File: src/hdl/fb_io_cfg.svh
// Frame offsets, status fields, reset values and timing counts.
`ifndef FB_IO_CFG_SVH
`define FB_IO_CFG_SVH

// ---------------------------------------------------------------
// Frame byte layout
// ---------------------------------------------------------------
`define FB_SCAN_BYTE 5'h00
`define FB_CTRL_LO_BYTE 5'h02
`define FB_CTRL_HI_BYTE 5'h03
`define FB_DATA_BASE 5'h04
`define FB_DATA_END_LONG 5'h1d
`define FB_WORDS_SHORT 4'h6
`define FB_WORDS_LONG 4'hd

// ---------------------------------------------------------------
// Register word offsets and fields
// ---------------------------------------------------------------
`define FB_REG_SCAN 4'h0
`define FB_REG_CTRL_STAT 4'h1
`define FB_CTRL_INHIBIT_BIT 0
`define FB_STAT_ACTIVE_BIT 7
`define FB_STAT_PREPARED_BIT 6
`define FB_STAT_TRANSIENT_BIT 5
`define FB_STAT_CMD_READY_BIT 2
`define FB_STAT_WARNING_BIT 1
`define FB_WORD_RESET 16'h0000

// ---------------------------------------------------------------
// Timing
// ---------------------------------------------------------------
`define FB_CLK_PERIOD_NS 8
`define FB_ENTRY_NS 1000
`define FB_ENTRY_CYCLES ((`FB_ENTRY_NS + `FB_CLK_PERIOD_NS - 1) / `FB_CLK_PERIOD_NS)

`endif

File: src/hdl/fb_io_pkg.sv
// Types shared by the fieldbus slave I/O map.
`default_nettype none
package fb_io_pkg;
    // Lockstep state machine, one-hot codes
    typedef enum logic [2:0] {
        LS_ASYNC = 3'b001,
        LS_ENTERING = 3'b010,
        LS_LOCKED = 3'b100
    } lockstep_state_t;
    typedef logic [15:0] io_word_t;
endpackage
`default_nettype wire

File: src/hdl/lockstep_if.sv
// Interface between frame mapper and lockstep controller.
`default_nettype none
interface lockstep_if;
    logic conditions_met; // Synchronisation conditions present
    logic resume_inhibit; // Control word flag from master
    logic active; // Running in lockstep
    logic prepared; // Conditions met and not inhibited
    logic transient; // Entry in progress
    modport ctrl (input conditions_met, input resume_inhibit,
        output active, output prepared, output transient);
    modport user (output conditions_met, output resume_inhibit,
        input active, input prepared, input transient);
endinterface
`default_nettype wire

File: src/hdl/fieldbus_slave_io_map.sv
// Cyclic I/O word mapper between fieldbus frames and slave registers.
`include "fb_io_cfg.svh"
`default_nettype none
module fieldbus_slave_io_map
    import fb_io_pkg::*;
#(
    parameter int MAX_WORDS = 13,
    parameter int ENTRY_CYCLES = `FB_ENTRY_CYCLES
) (
    input wire logic i_core_clk,
    input wire logic i_resetn,
    input wire logic i_clk_en,
    input wire logic i_long_frame,
    input wire logic i_rx_valid,
    input wire logic i_rx_first,
    input wire logic [7:0] i_rx_byte,
    input wire logic i_rx_end,
    input wire logic i_tx_start,
    input wire logic [7:0] i_tx_scan_counter,
    input wire logic [16*MAX_WORDS-1:0] i_tx_data,
    input wire logic i_sync_conditions,
    input wire logic i_cmd_received,
    input wire logic i_cmd_done,
    input wire logic i_warning,
    output logic [15:0] o_rx_scan_counter,
    output logic [15:0] o_link_control_word,
    output logic [15:0] o_slave_status_word,
    output logic [16*MAX_WORDS-1:0] o_rx_data,
    output logic o_tx_valid,
    output logic o_tx_last,
    output logic [7:0] o_tx_byte
);
    // ---------------------------------------------------------------
    // Helpers
    // ---------------------------------------------------------------
    // True when a frame byte index falls in the data area
    function automatic logic in_data(input logic [4:0] idx,
                                     input logic [3:0] words);
        logic [5:0] lim;
        lim = 6'(`FB_DATA_BASE) + {1'b0, words, 1'b0};
        return (idx >= `FB_DATA_BASE) && ({1'b0, idx} < lim);
    endfunction

    lockstep_if lk ();
    logic [3:0] words; // Data words in this frame size
    logic [4:0] last_idx; // Final byte index of a frame
    logic [4:0] rx_idx; // Next receive byte index
    logic [4:0] cur_idx; // Index of the byte now arriving
    logic [3:0] rx_word; // Data word of the arriving byte
    logic [7:0] shadow_scan; // Scan byte of frame in flight
    logic shadow_inhibit; // Control flag of frame in flight
    io_word_t shadow_data [MAX_WORDS]; // Data of frame in flight
    io_word_t rx_data [MAX_WORDS]; // Committed data words
    logic cmd_busy; // Command in processing
    logic tx_busy; // Transmit in progress
    logic [4:0] tx_idx; // Byte being sent next
    logic [3:0] tx_word; // Data word of the byte sent next
    logic [7:0] tx_sel; // Byte chosen for transmit
    io_word_t tx_word_val; // Word feeding the data area
    io_word_t next_status; // Status word to present

    // ---------------------------------------------------------------
    // Frame geometry and selection
    // ---------------------------------------------------------------
    assign words = i_long_frame ? `FB_WORDS_LONG : `FB_WORDS_SHORT;
    assign last_idx = `FB_DATA_BASE + {words, 1'b0} - 5'h01;
    assign cur_idx = i_rx_first ? `FB_SCAN_BYTE : rx_idx;
    assign rx_word = 4'((cur_idx - `FB_DATA_BASE) >> 1);
    assign tx_word = 4'((tx_idx - `FB_DATA_BASE) >> 1);
    // Out-of-range words read as zero rather than wrapping
    assign tx_word_val = (32'(tx_word) < MAX_WORDS)
        ? i_tx_data[16*tx_word +: 16] : `FB_WORD_RESET;
    // Byte 01h is the unused high half of the scan word
    assign tx_sel = (tx_idx == `FB_SCAN_BYTE) ? i_tx_scan_counter
        : (tx_idx == `FB_CTRL_LO_BYTE) ? next_status[7:0]
        : (tx_idx == `FB_CTRL_HI_BYTE) ? next_status[15:8]
        : !in_data(tx_idx, words) ? 8'h00
        : tx_idx[0] ? tx_word_val[15:8] : tx_word_val[7:0];

    // Status word: high byte, bits 4..3 and bit 0 stay zero
    always_comb begin
        next_status = `FB_WORD_RESET;
        next_status[`FB_STAT_ACTIVE_BIT] = lk.active;
        next_status[`FB_STAT_PREPARED_BIT] = lk.prepared;
        next_status[`FB_STAT_TRANSIENT_BIT] = lk.transient;
        next_status[`FB_STAT_CMD_READY_BIT] = !cmd_busy;
        next_status[`FB_STAT_WARNING_BIT] = i_warning;
    end

    // ---------------------------------------------------------------
    // Lockstep controller
    // ---------------------------------------------------------------
    assign lk.conditions_met = i_sync_conditions;
    assign lk.resume_inhibit = o_link_control_word[`FB_CTRL_INHIBIT_BIT];

    lockstep_ctrl #(
        .ENTRY_CYCLES(ENTRY_CYCLES)
    ) u_lockstep (
        .i_core_clk(i_core_clk),
        .i_resetn(i_resetn),
        .i_clk_en(i_clk_en),
        .lk(lk)
    );

    // ---------------------------------------------------------------
    // Receive: collect a frame, commit it whole at frame end
    // ---------------------------------------------------------------
    // Committing at the end keeps the words of one cycle coherent
    always_ff @(posedge i_core_clk or negedge i_resetn) begin
        if (!i_resetn) begin
            rx_idx <= 5'h00;
            shadow_scan <= 8'h00;
            shadow_inhibit <= 1'b0;
        end else if (i_clk_en && i_rx_valid) begin
            rx_idx <= (cur_idx == 5'h1f) ? cur_idx : cur_idx + 5'h01;
            if (cur_idx == `FB_SCAN_BYTE) begin
                shadow_scan <= i_rx_byte;
            end
            if (cur_idx == `FB_CTRL_LO_BYTE) begin
                shadow_inhibit <= i_rx_byte[`FB_CTRL_INHIBIT_BIT];
            end
        end
    end

    // One generate lane per data word
    for (genvar w = 0; w < MAX_WORDS; w++) begin : g_word
        always_ff @(posedge i_core_clk or negedge i_resetn) begin
            if (!i_resetn) begin
                shadow_data[w] <= `FB_WORD_RESET;
                rx_data[w] <= `FB_WORD_RESET;
            end else if (i_clk_en) begin
                // Bytes past the frame size are dropped
                if (i_rx_valid && in_data(cur_idx, words) &&
                    rx_word == 4'(w)) begin
                    if (cur_idx[0]) begin
                        shadow_data[w][15:8] <= i_rx_byte;
                    end else begin
                        shadow_data[w][7:0] <= i_rx_byte;
                    end
                end
                if (i_rx_end) begin
                    rx_data[w] <= shadow_data[w];
                end
            end
        end
        assign o_rx_data[16*w +: 16] = rx_data[w];
    end

    // Registers seen by the slave application
    always_ff @(posedge i_core_clk or negedge i_resetn) begin
        if (!i_resetn) begin
            o_rx_scan_counter <= `FB_WORD_RESET;
            o_link_control_word <= `FB_WORD_RESET;
            o_slave_status_word <= `FB_WORD_RESET;
        end else if (i_clk_en) begin
            o_slave_status_word <= next_status;
            if (i_rx_end) begin
                // Counter passes through untouched; no check on it
                o_rx_scan_counter <= {8'h00, shadow_scan};
                o_link_control_word <= {15'h0000, shadow_inhibit};
            end
        end
    end

    // ---------------------------------------------------------------
    // Command handshake
    // ---------------------------------------------------------------
    // A new command in the same cycle as a completion wins
    always_ff @(posedge i_core_clk or negedge i_resetn) begin
        if (!i_resetn) begin
            cmd_busy <= 1'b0;
        end else if (i_clk_en) begin
            if (i_cmd_received) begin
                cmd_busy <= 1'b1;
            end else if (i_cmd_done) begin
                cmd_busy <= 1'b0;
            end
        end
    end

    // ---------------------------------------------------------------
    // Transmit: one byte a cycle, scan, status, data
    // ---------------------------------------------------------------
    // A start during a frame is ignored until the last byte is out
    always_ff @(posedge i_core_clk or negedge i_resetn) begin
        if (!i_resetn) begin
            tx_busy <= 1'b0;
            tx_idx <= 5'h00;
            o_tx_valid <= 1'b0;
            o_tx_last <= 1'b0;
            o_tx_byte <= 8'h00;
        end else if (i_clk_en) begin
            o_tx_valid <= tx_busy;
            o_tx_last <= tx_busy && (tx_idx == last_idx);
            o_tx_byte <= tx_busy ? tx_sel : 8'h00;
            if (tx_busy) begin
                tx_busy <= (tx_idx != last_idx);
                tx_idx <= tx_idx + 5'h01;
            end else if (i_tx_start) begin
                tx_busy <= 1'b1;
                tx_idx <= `FB_SCAN_BYTE;
            end
        end
    end
endmodule
`default_nettype wire

File: src/hdl/lockstep_ctrl.sv
// Lockstep entry, loss and resume control.
`include "fb_io_cfg.svh"
`default_nettype none
module lockstep_ctrl
    import fb_io_pkg::*;
#(
    parameter int ENTRY_CYCLES = `FB_ENTRY_CYCLES
) (
    input wire logic i_core_clk,
    input wire logic i_resetn,
    input wire logic i_clk_en,
    lockstep_if.ctrl lk
);
    lockstep_state_t state; // Current lockstep state
    lockstep_state_t next_state; // Next lockstep state
    logic [15:0] entry_cnt; // Cycles spent entering
    logic resume_blocked; // Lost while inhibited
    logic next_blocked; // Next value of resume_blocked
    logic entry_done; // Entry time elapsed
    logic may_enter; // Entry allowed this cycle

    // ---------------------------------------------------------------
    // Decode
    // ---------------------------------------------------------------
    assign entry_done = (entry_cnt >= 16'(ENTRY_CYCLES - 1));
    // Blocked only until software clears the inhibit again
    assign may_enter = lk.conditions_met && !resume_blocked;
    assign next_blocked = lk.resume_inhibit &&
        (resume_blocked || (state != LS_ASYNC && !lk.conditions_met));
    assign lk.active = (state == LS_LOCKED);
    assign lk.transient = (state == LS_ENTERING);
    // Inhibit pulls the prepared flag down at once
    assign lk.prepared = lk.conditions_met && !lk.resume_inhibit;

    // Next state
    always_comb begin
        next_state = state;
        unique case (state)
            LS_ASYNC: begin
                if (may_enter) begin
                    next_state = LS_ENTERING;
                end
            end
            LS_ENTERING: begin
                if (!lk.conditions_met) begin
                    next_state = LS_ASYNC;
                end else if (entry_done) begin
                    next_state = LS_LOCKED;
                end
            end
            LS_LOCKED: begin
                if (!lk.conditions_met) begin
                    next_state = LS_ASYNC;
                end
            end
            default: begin
                next_state = LS_ASYNC;
            end
        endcase
    end

    // State, entry counter and block flag
    always_ff @(posedge i_core_clk or negedge i_resetn) begin
        if (!i_resetn) begin
            state <= LS_ASYNC;
            entry_cnt <= 16'h0000;
            resume_blocked <= 1'b0;
        end else if (i_clk_en) begin
            state <= next_state;
            resume_blocked <= next_blocked;
            entry_cnt <= (state == LS_ENTERING) ? entry_cnt + 16'h0001
                : 16'h0000;
        end
    end
endmodule
`default_nettype wire

File: config.mk
export PLATFORM = sky130hd
export DESIGN_NAME = fieldbus_slave_io_map
export DESIGN_NICKNAME = d
export VERILOG_FILES = /design/src/hdl/fb_io_pkg.sv /design/src/hdl/lockstep_if.sv /design/src/hdl/fieldbus_slave_io_map.sv /design/src/hdl/lockstep_ctrl.sv
export VERILOG_INCLUDE_DIRS = /design/src /design/src/hdl
export SDC_FILE = /design/constraint.sdc
export NUM_CORES = 1
export LEC_CHECK = 0
export BUFFER_PORTS_ARGS = -buffer_cell sky130_fd_sc_hd__buf_2
export CORE_MARGIN = 3
export CORE_UTILIZATION = 49
export DETAILED_ROUTE_END_ITERATION = 10
export GPL_TIMING_DRIVEN = 0
export PLACE_DENSITY = 0.87
export SLEW_MARGIN = 20
export SYNTH_ARGS = -nofsm -noshare
export SYNTH_HDL_FRONTEND = slang
export SYNTH_SLANG_ARGS = --single-unit
File: constraint.sdc
create_clock -name i_core_clk -period 2.87 [get_ports i_core_clk]
set_clock_uncertainty 0.1 [all_clocks]
set_input_delay 0.574 -clock i_core_clk [delete_from_list [all_inputs] [get_ports i_core_clk]]
set_output_delay 0.574 -clock i_core_clk [all_outputs]
set_load 0.05 [all_outputs]
After elaboration in Yosys (flattened, before gate mapping)
Index checks and enable logic that the tools add are counted.
- logic and storage cells: 181
- input port bits: 236
- flip-flop bits (word level): 481
- shift-type cells: 1
- muxes and demuxes: 22
- reduce and logical (&&, ||, !) cells: 64
- equal/unequal tests: 25
- magnitude comparators: 6
- bitwise logic cells: 1
- $add $sub $neg: 8
- operators with widths (operator ; number):
    variable part select 208 x 9 -> 16 bit ; 1
    AND reduction 3 bit ; 26
    two-way mux 8 bit ; 6
    two-way mux 16 bit ; 2
    logical AND 1 bit ; 22
    equality test 4 bit (second input constant) ; 5
    two-way mux 5 bit ; 4
    adder 16 x 1 -> 16 bit (second input constant) ; 1
    equality test 4 x 3 -> 1 bit (second input constant) ; 4
    >= comparator 16 x 7 -> 1 bit (second input constant) ; 1
    equality test 5 x 2 -> 1 bit (second input constant) ; 3
    less-than comparator 5 x 6 -> 1 bit ; 2
    two-way mux 3 bit ; 4
    adder 5 x 1 -> 5 bit (second input constant) ; 2
    >= comparator 5 x 3 -> 1 bit (second input constant) ; 2
    zero test 5 bit ; 2
    AND reduction 2 bit ; 5
    subtractor 5 x 3 -> 5 bit (second input constant) ; 2
    case mux 3 bit (3 select lines) ; 1
    equality test 4 x 2 -> 1 bit (second input constant) ; 2
    adder 3 x 5 -> 6 bit (first input constant) ; 1
    adder 3 x 5 -> 5 bit (first input constant) ; 1
    equality test 5 bit ; 1
    equality test 5 bit (second input constant) ; 1
    other kinds (19) ; 26

Depth between registers and ports, before layout
Gate-level depths: netlist of run 1.
- depth in word-level cells: 9
- gate-level depth with buffers: 13
- depth with buffers taken out: 9

By module
From an unflattened synthesis of run 1, not the netlist that was laid out.
- cells, all modules: 1486
- area, all modules: 21304.2 um^2
- by module, submodules not included (module ; seq. area each (um^2) ; area an instance (um^2) ; instances ; cells an instance):
    fieldbus_slave_io_map ; 11536.1 ; 20108.0 ; 1 ; 1358
    lockstep_ctrl ; 501.7 ; 1196.1 ; 1 ; 128

Least setup slack after synthesis of run 1
No wires, ideal clock.
- path type: register to register
- start: register tx_idx[2]
- end: register o_tx_byte[5]
- setup time: 0.122 ns
- stages on the path, launching flop included: 12
- arrival: 2.924 ns
- slack: -0.276 ns
- period minus slack after synthesis: 3.146 ns
- data required time: 2.648 ns
- path buffers: 5
- cell sequence: dfrtp_1 -> buf_2 -> buf_2 -> inv_1 -> clkbuf_1 -> ha_1 -> buf_2 -> buf_1 -> mux4_2 -> a2111oi_0 -> o21ai_0 -> a32o_1
- longest elaborated chain between the ends: 9
- elaborated cells on any way between the ends: 16
- ends and longest elaborated chain (element ; line ; source):
    start, declared ; fieldbus_slave_io_map.sv:56 ; logic [4:0] tx_idx;
    start signal, assigned ; fieldbus_slave_io_map.sv:198 ; tx_idx <= tx_idx + 5'h01;
    start signal, assigned ; fieldbus_slave_io_map.sv:201 ; tx_idx <= `FB_SCAN_BYTE;
    subtractor 5 x 3 -> 5 bit (no line) ; -- ;
    variable part select 208 x 9 -> 16 bit / less-than comparator 4 bit (equally long branches) ; fieldbus_slave_io_map.sv:72, fieldbus_slave_io_map.sv:71 ;
    two-way mux 16 bit (no line) ; -- ;
    two-way mux 8 bit ; fieldbus_slave_io_map.sv:78 ; : tx_idx[0] ? tx_word_val[15:8] : tx_word_val[7:0];
    two-way mux 8 bit ; fieldbus_slave_io_map.sv:77 ; : !in_data(tx_idx, words) ? 8'h00
    two-way mux 8 bit ; fieldbus_slave_io_map.sv:76 ; : (tx_idx == `FB_CTRL_HI_BYTE) ? next_status[15:8]
    two-way mux 8 bit ; fieldbus_slave_io_map.sv:75 ; : (tx_idx == `FB_CTRL_LO_BYTE) ? next_status[7:0]
    two-way mux 8 bit (*) ; fieldbus_slave_io_map.sv:74 ; assign tx_sel = (tx_idx == `FB_SCAN_BYTE) ? i_tx_scan_counter
    two-way mux 8 bit (*) ; fieldbus_slave_io_map.sv:195 ; o_tx_byte <= tx_busy ? tx_sel : 8'h00;
    end signal, assigned ; fieldbus_slave_io_map.sv:195 ;
    end, declared ; fieldbus_slave_io_map.sv:31 ; output logic [7:0] o_tx_byte
Every way passes the cells marked *; elsewhere a longest branch is shown, timed or not.
A chain may end at the register's enable or synchronous reset.

Worst setup path after layout of run 1
- start: register tx_idx[2]
- end: register o_tx_byte[4]
Same word-level chain as after synthesis.

==> summary.txt, run 1 <==
Status
  – Outcome: finished with violations
  – Failing checks: setup timing

CTS
  – H-tree Lvls: 2
  – Clock transition at path regs: roughly 0.06 ns
  – CTS buffer count: 49
  – Clock Sinks: around 480
  – Worst-Skew Late Latency: between 0.5 and 0.6 ns
  – CTS tree: yes
  – Root buffer cell: clkbuf_16
  – CTS max path bufs: 3

Die
  – Initial Util: between 50% and 60%
  – Die Width: between 200 and 250 um
  – Die Span Y: roughly 210 um
  – Io pins: 502
  – Core ar.: 42400 um2
  – Std cell rows: 75
  – Die area: 45900 um2

Worst setup path
  – Largest fanout on the critical path: 7
  – Critical R2R Capture: o_tx_byte[4]
  – Crit path DAT: about 3.2 ns
  – Largest stage delay, worst path: around 0.85 ns
  – Cell Chain, Critical Path: buf_6, buf_8, inv_2, clkbuf_8, buf_4, ha_1, xor2_1, o21ai_0, a211oi_1, o41ai_1
  – Flop-to-flop setup slack: -0.03 ns
  – Crit path kind: register to register
  – Reg-to-Reg Start: tx_idx[2]
  – CP endpoint kind: register
  – Worst reg-to-reg path cell count: 10
  – Setup crit start kind: register
  – Required time worst endpoint: 3.21 ns
  – Slowest CP cell: xor2_1

Synth
  – Yosys top cell area share: between 50% and 60%
  – Ys Warns: 0
  – Syn avg cell area: roughly 14 um2
  – Post-synthesis cell type count: 72
  – Synth Register Bits: between 400 and 500
  – Top area cells in the synthesized netlist: dfrtp_1, mux2_2, mux4_2, buf_4, ha_1
  – Cell Area, Synth: around 21000 um2
  – Number of enable flip-flop cells after synthesis: 0
  – Post-Synthesis Cells: roughly 1500
  – Part of the Yosys area used for sequential elements: between 50% and 60%
  – Ys async rst share: 100%
  – Synth area leader: dfrtp_1
  – Main flop type after synthesis: dfrtp_1

Layout
  – Layout fillers: approximately 3100
  – Fin nets: roughly 2300
  – Share of post-route cells with drive strength above 1: ~55%
  – Syn-to-layout area delta: 26.3%
  – Post-route cell area: between 20000 and 30000 um2
  – Layout Cells excl Fill: around 2700

Pwr
  – Total chip power: slightly below 20000 uW
  – Int Power: about 13000 uW
  – Sw Pwr: approximately 6400 uW
  – Switching Fraction: 33.1%
  – PD cells: 715 nW/um2
  – Largest vdd supply drop: approximately 0.00064 V
  – Seq pwr share: between 30 and 40%
  – P_leak: roughly 0.014 uW
  – Clock share of power: roughly 32%
  – Comb pwr share: between 30% and 40%

Hold path
  – Hold_sp: i_tx_scan_counter[0]
  – Hold WC Path Type: primary input to register
  – Min-Delay Path Depth: 3
  – WHS Endpoint: o_tx_byte[0]

GRT
  – Total GRT Usage: roughly 28%
  – Pin count of the biggest net entering global routing: about 100
  – Initial antenna violation count: 5
  – Vias in the first global route: roughly 16000
  – Global-route wire length before repair: a little under 100000 um
  – GRT overflow: 0

Timing
  – Max-slew violations: 0
  – Post-route minimum period: about 2.9 ns
  – Final Cycle Share: 101%
  – Worst-margin pin slew: between 1 and 1.5 ns
  – Final setup margin: -0.0251 ns
  – Final Hold Viols: 0
  – RSZ-0062 raised after global routing: true
  – Fin Setup TNS: -0.0251 ns
  – Final setup violation count: 1
  – Max Clk Rate: 345 MHz
  – Max-slew headroom: approximately 28%

Detailed routing
  – DR WL/cell: between 20 and 25 um
  – DRC Markers: 0
  – Vias post-DR: around 15000
  – DR vias/cell: about 5.6
  – WL final: about 65000 um
  – Drt first pass iters: 5
  – Number of DRC markers in iteration 0: 1041
  – Routed Antenna Nets: 0

Placed design
  – Final GP Congestion: approximately 0.94
  – DP Area: 24600 um2
  – Placed insts: 2587
  – Port Buffer Count: around 470
  – HPWL Detailed: ~48000 um

Job
  – Max-cap viol count: 0
==> power by group through the flow <==
stage	sequential [uW]	combinational, uW	clock (uW)
after global routing	7270	6050	6550
after global placement	7350	4720	0
after CTS	7240	5400	6290
final	7250	5780	6180
after floorplan	7740	2810	0
after detailed placement	7360	4870	0
==> timing repair <==
item | in CTS | in global routing
endpoints found under the hold margin | 44 | 0
pin swaps | 5 | 18
resized for setup | 55 | 30
cloned | 1 | 0
endpoints found under the setup margin | 67 | 163
setup buffers | 9 | 17
hold buffers | 1 | 0
==> worst max-delay path: cells and delay by family, from the launching register on <==
family                   cells  cell delay [ns]
flip-flops                   1             0.41
buffers and inverters        5             0.55
adder cells (fa/ha/maj)      1             0.18
XOR/XNOR                     1             0.85
AO/OA/AOI/OAI                3             0.66
==> synthesized netlist by cell type, drive strengths merged, types with 5 or more instances <==
| library cell | number |
|---|---|
| dfrtp | 480 |
| mux2 | 447 |
| clkbuf | 61 |
| buf | 60 |
| nand2 | 54 |
| o21ai | 43 |
| nor2 | 41 |
| mux4 | 36 |
| a21oi | 32 |
| inv | 25 |
| nor3 | 22 |
| nand3 | 21 |
| ha | 19 |
| mux2i | 15 |
| nand2b | 11 |
| nor2b | 11 |
| a31oi | 9 |
| nor4 | 9 |
| a22o | 7 |
| and3 | 7 |
| nand4 | 7 |
| o32ai | 7 |
| xnor2 | 7 |
| a211oi | 5 |
| and2 | 5 |
| nand3b | 5 |
| o31ai | 5 |
==> layout make-up <==
class	count	area (um2)	area share (%)
clock inverter	16	143	0.531
clock buffer	72	1410	5.26
multi-input combinational	912	8860	33.0
antenna	5	12.5	0.0466
tap	577	722	2.69
inverter	26	108	0.400
timing repair buffer	498	2840	10.6
sequential	481	12000	44.8
buffer	119	731	2.72
==> registers in the layout (all words and copies together) (netlist names) <==
name,cells
o_rx_data,208
o_rx_scan_counter,8
cmd_busy,1
tx_busy,1
o_slave_status_word,5
u_lockstep.state,3
o_link_control_word,1
shadow_data,208
shadow_scan,8
tx_idx,5
o_tx_valid,1
o_tx_last,1
shadow_inhibit,1
u_lockstep.entry_cnt,16
rx_idx,5
o_tx_byte,8
u_lockstep.resume_blocked,1
==> how the worst max path moves through the flow <==
stage	startpoint	to	cells past startpoint
after floorplan	tx_idx[2]	o_tx_byte[5]	11
after global placement	i_resetn	shadow_data[162]	1
after detailed placement	tx_idx[2]	o_tx_byte[5]	11
after CTS	rx_idx[2]	shadow_data[55]	8
after global routing	tx_idx[2]	o_tx_byte[4]	10
final	tx_idx[2]	o_tx_byte[4]	10
==> cells in the final DEF (no fill, tap or decap), types with 6 or more instances in the layout <==
cell type,count
nor4_1,6
mux2_2,440
nor3_4,10
nand4_1,7
ha_1,18
clkinv_2,7
clkbuf_16,50
nor2b_1,10
and3_1,7
xnor2_1,6
buf_12,13
conb_1,34
a22o_1,7
nand2b_1,9
dfrtp_1,479
a31oi_1,8
nor2_2,6
buf_2,475
inv_1,22
buf_4,55
clkbuf_1,66
nand3_1,21
nor2_1,35
a21oi_1,27
nor3_1,11
clkbuf_8,12
mux4_2,36
o21ai_0,38
mux2i_1,13
nand2_1,51
mux2_1,7
==> through the flow <==
step	hold WS (ns)	setup WS, ns	util (%)
2_1_floorplan	0.178	-0.0562	-
3_3_place_gp	0.366	-7.94	57.6
3_5_place_dp	0.371	-1.50	58.0
4_1_cts	0.107	-0.0133	62.4
5_1_grt	0.123	-0.0664	63.3
6_report	0.137	-0.0251	63.3
==> cells by family after synthesis <==
logic type / Yosys count / share of synthesized area (%)
flip-flops: 481 / 56.6
AND/OR/NAND/NOR: 204 / 5.63
AO/OA/AOI/OAI: 147 / 4.55
multiplexers: 498 / 28.2
buffers and inverters: 147 / 3.48
XOR/XNOR: 10 / 0.412
other: 1 / 0.0176
adder cells (fa/ha/maj): 19 / 1.12
==> layer usage <==
metal / vias up / routed length, um / track usage (%)
li1: 6565 / - / -
met1: 7786 / 23600 / 31.7
met2: 705 / 34100 / 50.8
met3: 161 / 3880 / 4.59
met4: 2 / 3550 / 14.0
met5: - / 20 / 0
Note: power is estimated with default switching activity, not from simulation.
==> run 2: changes to the inputs <==
- CELL_PAD_IN_SITES_DETAIL_PLACEMENT: not set -> 2
- CELL_PAD_IN_SITES_GLOBAL_PLACEMENT: not set -> 2
- CORE_UTILIZATION: 49 -> 33
- PLACE_DENSITY: 0.87 -> 0.86
==> summary.txt, run 2 (synthesized netlist as in run 1, its figures left out) <==
Timing
  – Max-slew violations: 0 (unchanged)
  – Final setup violation count: 0 (was 1)
  – Fin Setup TNS: 0 ns (was -0.0251 ns)
  – Max-slew headroom: 27.9% (was 27.8%)
  – Max Clk Rate: 355 MHz (was 345 MHz)
  – Post-route minimum period: 2.82 ns (was 2.90 ns)
  – Hold_ws: 0.132 ns (was 0.137 ns)
  – Final Cycle Share: 98.2% (was 101%)
  – Worst-margin pin slew: 1.08 ns (about the same)
  – RSZ-0062 raised after global routing: true (unchanged)
  – Final Hold Viols: 0 (unchanged)

Layout
  – Commonest non-fill, non-tap cell in the layout: dfrtp_1 (unchanged)
  – Fin nets: 2352 (was 2342)
  – Share of post-route cells with drive strength above 1: 56.3% (was 55.5%)
  – Post-route cell area: 27700 um2 (was 26900 um2)
  – Syn-to-layout area delta: 30.3% (was 26.3%)
  – Number of inserted diodes: 0 (was 5)
  – Post-layout util: 43.7% (was 63.3%)
  – Most frequent cells in the layout: dfrtp_1, buf_2, mux2_2 (unchanged)

Placed design
  – Port Buffer Count: 465 (unchanged)
  – Final GP Congestion: 0.840 (was 0.941)
  – DP Area: 24900 um2 (was 24600 um2)
  – HPWL Detailed: 57900 um (was 47900 um)

Worst setup path
  – CP endpoint kind: register (unchanged)
  – Setup crit start kind: register (unchanged)
  – Crit path kind: register to register (unchanged)
  – Largest fanout on the critical path: 10 (was 7)
  – Required time worst endpoint: 3.27 ns (was 3.21 ns)
  – Crit path DAT: 3.22 ns (was 3.24 ns)

CTS
  – CTS max path bufs: 3 (unchanged)
  – Clock transition at path regs: 0.06 ns (about the same)
  – Clock Sinks: 481 (unchanged)
  – H-tree Lvls: 2 (unchanged)
  – CTS buffer count: 55 (was 49)
  – CTS tree: yes (unchanged)
  – Root buffer cell: clkbuf_16 (unchanged)
  – Worst-Skew Late Latency: 0.62 ns (was 0.58 ns)

GRT
  – Vias in the first global route: 17700 (was 16400)
  – Initial antenna violation count: 9 (was 5)
  – Total GRT Usage: 23.8% (was 27.9%)
  – Pin count of the biggest net entering global routing: 99 (was 103)
  – Global-route wire length before repair: 120000 um (was 98600 um)
  – GRT overflow: 0 (unchanged)

Detailed routing
  – Routed Antenna Nets: 0 (unchanged)
  – DR vias/cell: 5.14 (was 5.62)
  – DRC Markers: 0 (unchanged)
  – Number of DRC markers in iteration 0: 640 (was 1041)
  – WL final: 83200 um (was 65100 um)
  – DR WL/cell: 27.8 um (was 24.1 um)
  – Vias post-DR: 15400 (was 15200)
  – Drt first pass iters: 5 (unchanged)

Die
  – Core ar.: 63400 um2 (was 42400 um2)
  – Initial Util: 33.5% (was 50.1%)
  – Std cell rows: 92 (was 75)
  – Die Width: 260 um (was 214 um)
  – Die area: 67500 um2 (was 45900 um2)
  – Die Span Y: 260 um (was 214 um)
  – Io pins: 502 (unchanged)

Pwr
  – Largest vdd supply drop: 0.000604 V (was 0.000637 V)
  – P_leak: 0.0145 uW (was 0.0142 uW)
  – PD cells: 747 nW/um2 (was 715 nW/um2)

Status
  – Outcome: completed (was finished with violations)

Job
  – Max-cap viol count: 0 (unchanged)

Hold path
  – Hold WC Path Type: primary input to register (unchanged)
run 2: stage by stage:
stage	power (uW)	instances	setup slack [ns]
2_1_floorplan	10600	1540	-0.0562
3_3_place_gp	12200	2851	-8.27
3_5_place_dp	12500	2856	-1.55
4_1_cts	20600	2976	-0.0146
5_1_grt	21600	2988	-0.0882
6_report	20700	2988	0.0504
run 2: path summary, 6_finish.rpt:
path / depth (start not counted) / slack (ns) / to / from
max: 9 / 0.05 / shadow_data[84] / rx_idx[2]
min: 2 / 0.13 / u_lockstep.state[0] / i_sync_conditions
max reg2reg: 9 / 0.05 / shadow_data[84] / rx_idx[2]
min reg2reg: 1 / 0.39 / o_tx_byte[5] / o_tx_byte[5]
max in group asynchronous: 6 / 0.39 / shadow_data[149] / i_resetn
min in group asynchronous: 2 / 0.33 / o_rx_data[167] / i_resetn
run 2: area by class of cell:
class	count	area [um2]
Timing Repair Buffer	501	2920
Buffer	120	757
Clock buffer	73	1580
Multi-Input combinational cell	912	8890
Inverter	26	110
Tap cell	846	1060
Clock inverter	29	358
Sequential cell	481	12000
Fill cell	6275	35700
run 2: repair_timing:
item	4_1_cts	5_1_grt
hold buffers	1	0
pin swaps	11	17
hold endpoints to repair	31	0
cloned	1	1
buffers inserted	17	11
gates resized for setup	64	35
endpoints found under the setup margin	132	258
run 2: power breakdown:
group / leakage (uW) / internal (uW) / total [uW] / switching [uW]
registers: 0.00663 / 7050 / 7290 / 239
clock network: 0.000962 / 4440 / 7530 / 3090
logic: 0.00692 / 2290 / 5890 / 3600
run 2: critical path, stage by stage (launching register included):
cell	delay, ns
dfrtp_2	0.46
nand2_2	0.12
inv_1	0.09
ha_1	0.27
a21boi_1	0.14
o21ai_2	0.27
a21oi_1	0.16
buf_6	0.22
nor3_4	0.46
mux2_2	0.42
run 2: per-layer routing:
layer	vias up	GRT usage, %	share of wire (%)	routed length, um
li1	6574	-	-	-
met1	8153	28.0	39	32400
met2	495	44.3	53	44300
met3	138	3.62	4.1	3430
met4	4	7.38	3.5	2950
met5	-	0	0.028	23
==> run 3: changes to the inputs <==
- ABC_AREA: not set -> 1
- CORE_UTILIZATION: 33 -> 30
- SLEW_MARGIN: 20 -> 0
==> summary.txt, run 3 <==
Status
  – Outcome: completed (unchanged)

Synth
  – Part of the Yosys area used for sequential elements: 56.0% (was 56.6%)
  – Cell Area, Synth: 21500 um2 (was 21300 um2)
  – Post-Synthesis Cells: 2195 (was 1507)
  – Ys Warns: 0 (unchanged)
  – Top area cells in the synthesized netlist: dfrtp_1, mux2_2, nand2_1, o21ai_1, nand3_1 (was dfrtp_1, mux2_2, mux4_2, buf_4, ha_1)
  – Main flop type after synthesis: dfrtp_1 (unchanged)
  – Number of enable flip-flop cells after synthesis: 0 (unchanged)
  – Post-synthesis cell type count: 45 (was 72)
  – Synth area leader: dfrtp_1 (unchanged)
  – Count leader, synth: nand2_1 (was dfrtp_1)
  – Synth top cells by count: nand2_1, dfrtp_1, mux2_2 (was dfrtp_1, mux2_2, clkbuf_1)
  – Ys async rst share: 100% (unchanged)
  – Synth Register Bits: 481 (unchanged)
  – Syn avg cell area: 9.79 um2 (was 14.1 um2)
  – Yosys top cell area share: 55.9% (was 56.5%)

Placed design
  – Placed insts: 3639 (was 2856)
  – DP Worst Slack: -1.33 ns (was -1.55 ns)
  – Port Buffer Count: 467 (was 465)
  – HPWL Detailed: 71500 um (was 57900 um)
  – Final GP Congestion: 0.891 (was 0.840)

Layout
  – Share of post-route cells with drive strength above 1: 33.5% (was 56.3%)
  – Layout fillers: 7641 (was 6275)
  – Commonest non-fill, non-tap cell in the layout: nand2_1 (was dfrtp_1)
  – Most frequent cells in the layout: nand2_1, buf_2, dfrtp_1 (was dfrtp_1, buf_2, mux2_2)
  – Post-layout util: 38.7% (was 43.7%)
  – Layout Cells excl Fill: 3743 (was 2988)
  – Syn-to-layout area delta: 26.9% (was 30.3%)
  – Fin nets: 3010 (was 2352)

Timing
  – Final setup violation count: 0 (unchanged)
  – Hold_ws: 0.120 ns (was 0.132 ns)
  – Max-slew headroom: 30.7% (was 27.9%)
  – Max-slew violations: 0 (unchanged)
  – Worst-margin pin slew: 1.04 ns (was 1.08 ns)
  – Final Hold Viols: 0 (unchanged)
  – Final Cycle Share: 97.2% (was 98.2%)
  – Post-route minimum period: 2.79 ns (was 2.82 ns)
  – Max Clk Rate: 358 MHz (was 355 MHz)
  – Final setup margin: 0.0800 ns (was 0.0504 ns)

Detailed routing
  – Number of DRC markers in iteration 0: 1028 (was 640)
  – Vias post-DR: 18700 (was 15400)
  – WL final: 97500 um (was 83200 um)
  – DR WL/cell: 26.0 um (was 27.8 um)
  – Drt first pass iters: 5 (unchanged)
  – Routed Antenna Nets: 0 (unchanged)
  – DRC Markers: 0 (unchanged)
  – DR vias/cell: 4.99 (was 5.14)

CTS
  – CTS max path bufs: 3 (unchanged)
  – H-tree Lvls: 2 (unchanged)
  – CTS tree: yes (unchanged)
  – Clock transition at path regs: 0.06 ns (about the same)
  – Clock Sinks: 481 (unchanged)
  – Root buffer cell: clkbuf_16 (unchanged)
  – Worst-Skew Late Latency: 0.61 ns (was 0.62 ns)
  – CTS buffer count: 50 (was 55)

Job
  – Max-cap viol count: 0 (unchanged)

GRT
  – Pin count of the biggest net entering global routing: 125 (was 99)
  – Vias in the first global route: 21400 (was 17700)
  – Total GRT Usage: 25.7% (was 23.8%)
  – Global-route wire length before repair: 144000 um (was 120000 um)
  – Initial antenna violation count: 7 (was 9)
  – GRT overflow: 0 (unchanged)

Pwr
  – PD cells: 783 nW/um2 (was 747 nW/um2)
  – P_leak: 0.0144 uW (was 0.0145 uW)
  – Largest vdd supply drop: 0.000509 V (was 0.000604 V)
  – Total chip power: 21300 uW (was 20700 uW)

Worst setup path
  – CP delay by family, top: buffers and inverters (was simple AND/OR/NAND/NOR gates)
  – Crit. path cell count: 14 (was 9)
  – Largest stage delay, worst path: 0.39 ns (was 0.46 ns)
  – Setup crit start kind: register (unchanged)
  – CP endpoint kind: register (unchanged)
  – Required time worst endpoint: 3.26 ns (was 3.27 ns)
  – Cell Chain, Critical Path: buf_6, clkinv_4, buf_4, buf_6, ha_2, clkinv_4, clkbuf_8, nand4_1, nand3_1, nand2_1, nand3_1, nand2_1, nand2_1, nand2_1 (was nand2_2, inv_1, ha_1, a21boi_1, o21ai_2, a21oi_1, buf_6, nor3_4, mux2_2)
  – Slowest CP cell: dfrtp_1 (was dfrtp_2)
  – CP dominant cell by count: nand2_1
  – Largest fanout on the critical path: 11 (was 10)
  – Crit path kind: register to register (unchanged)
  – Worst reg-to-reg path cell count: 14 (was 9)
  – Crit path DAT: 3.18 ns (was 3.22 ns)
  – Crit path buf inv count: 6 (was 2)

Die
  – Initial Util: 30.5% (was 33.5%)
  – Die Span Y: 274 um (was 260 um)
  – Die area: 74900 um2 (was 67500 um2)
  – Die Width: 274 um (was 260 um)
  – Io pins: 502 (unchanged)
  – Std cell rows: 97 (was 92)
  – Core ar.: 70500 um2 (was 63400 um2)

Hold path
  – Hold WC Path Type: primary input to register (unchanged)
  – Min-Delay Path Depth: 3 (was 2)
[run 3: cell types whose count changed in the layout (fill, tap and decap cells not counted), sizes merged, moves of 17 or more]
| cell | previous run | this run |
|---|---|---|
| o21ai | 43 | 244 |
| nand2 | 54 | 562 |
| nor2 | 41 | 94 |
| mux2 | 447 | 217 |
| inv | 27 | 160 |
| nand4 | 7 | 24 |
| nand3 | 21 | 163 |
| mux4 | 36 | 0 |
[run 3: metrics by stage]
step / cell area [um2] / setup TNS [ns]
6_report: 27300 / 0
5_1_grt: 27300 / -0.000450
4_1_cts: 27200 / 0
3_5_place_dp: 25200 / -100.68
3_3_place_gp: 25100 / -3965.65
2_1_floorplan: 21600 / 0
[run 3: cell type report]
type | count | area [um2] | share of cell area, %
repair buffers | 477 | 2500 | 9.19
plain buffers | 151 | 868 | 3.19
diodes | 7 | 17.5 | 0.0643
clock buffers | 76 | 1530 | 5.61
clock inverters | 17 | 244 | 0.895
well taps | 940 | 1180 | 4.32
flip-flops and latches | 481 | 12000 | 44.2
multi-input cells | 1430 | 8250 | 30.3
inverters | 164 | 629 | 2.31
[run 3: layer usage]
layer | part of all wire, % | global-route usage (%) | vias up
met5 | 0 | 0 | -
met4 | 3.1 | 7.72 | 0
met3 | 4.7 | 4.84 | 148
met2 | 52 | 46.4 | 469
met1 | 40 | 31.0 | 9799
li1 | - | - | 8273
[run 3: final timing paths]
path / from / endpoint / slack (ns)
worst max-delay path: tx_idx[2] / o_tx_byte[0] / 0.08
worst min register to register: o_tx_valid / o_tx_valid / 0.38
min in group asynchronous: i_resetn / o_rx_data[59] / 0.51
worst min-delay path: i_warning / o_slave_status_word[1] / 0.12
max in group asynchronous: i_resetn / shadow_data[67] / 1.01
worst max register to register: tx_idx[2] / o_tx_byte[0] / 0.08
[run 3: tightest hold or removal path, stage by stage]
cell	delay (ns)
buf_2	0.10
nand2_1	0.05
nand2_1	0.06
[run 3: logic make-up (layout without fill, tap and decap cells)]
| family | count (synthesis) | in the layout | synth area share (%) |
|---|---|---|---|
| adders and majority gates | 19 | 19 | 1.11 |
| and+or+nand+nor | 866 | 866 | 17.8 |
| other | 1 | 41 | 0.0175 |
| buffers and inverters | 317 | 885 | 6.53 |
| xor gates and xnor gates | 6 | 6 | 0.280 |
| DFF | 481 | 481 | 56.0 |
| muxes | 217 | 217 | 11.4 |
| AOI/OAI and AO/OA | 288 | 288 | 6.87 |
[run 3: what timing repair did]
item                                    4_1_cts  5_1_grt
endpoints found under the setup margin       11      161
hold buffers                                  1        0
buffers inserted                              2        3
pin swaps                                     1        3
gates resized for setup                      40       25
endpoints found under the hold margin       121        0
[run 3: power by group]
part           leakage, uW  switching, uW  internal, uW
clock network     0.000870           2920          4070
logic              0.00691           5000          2000
registers          0.00664            254          7100
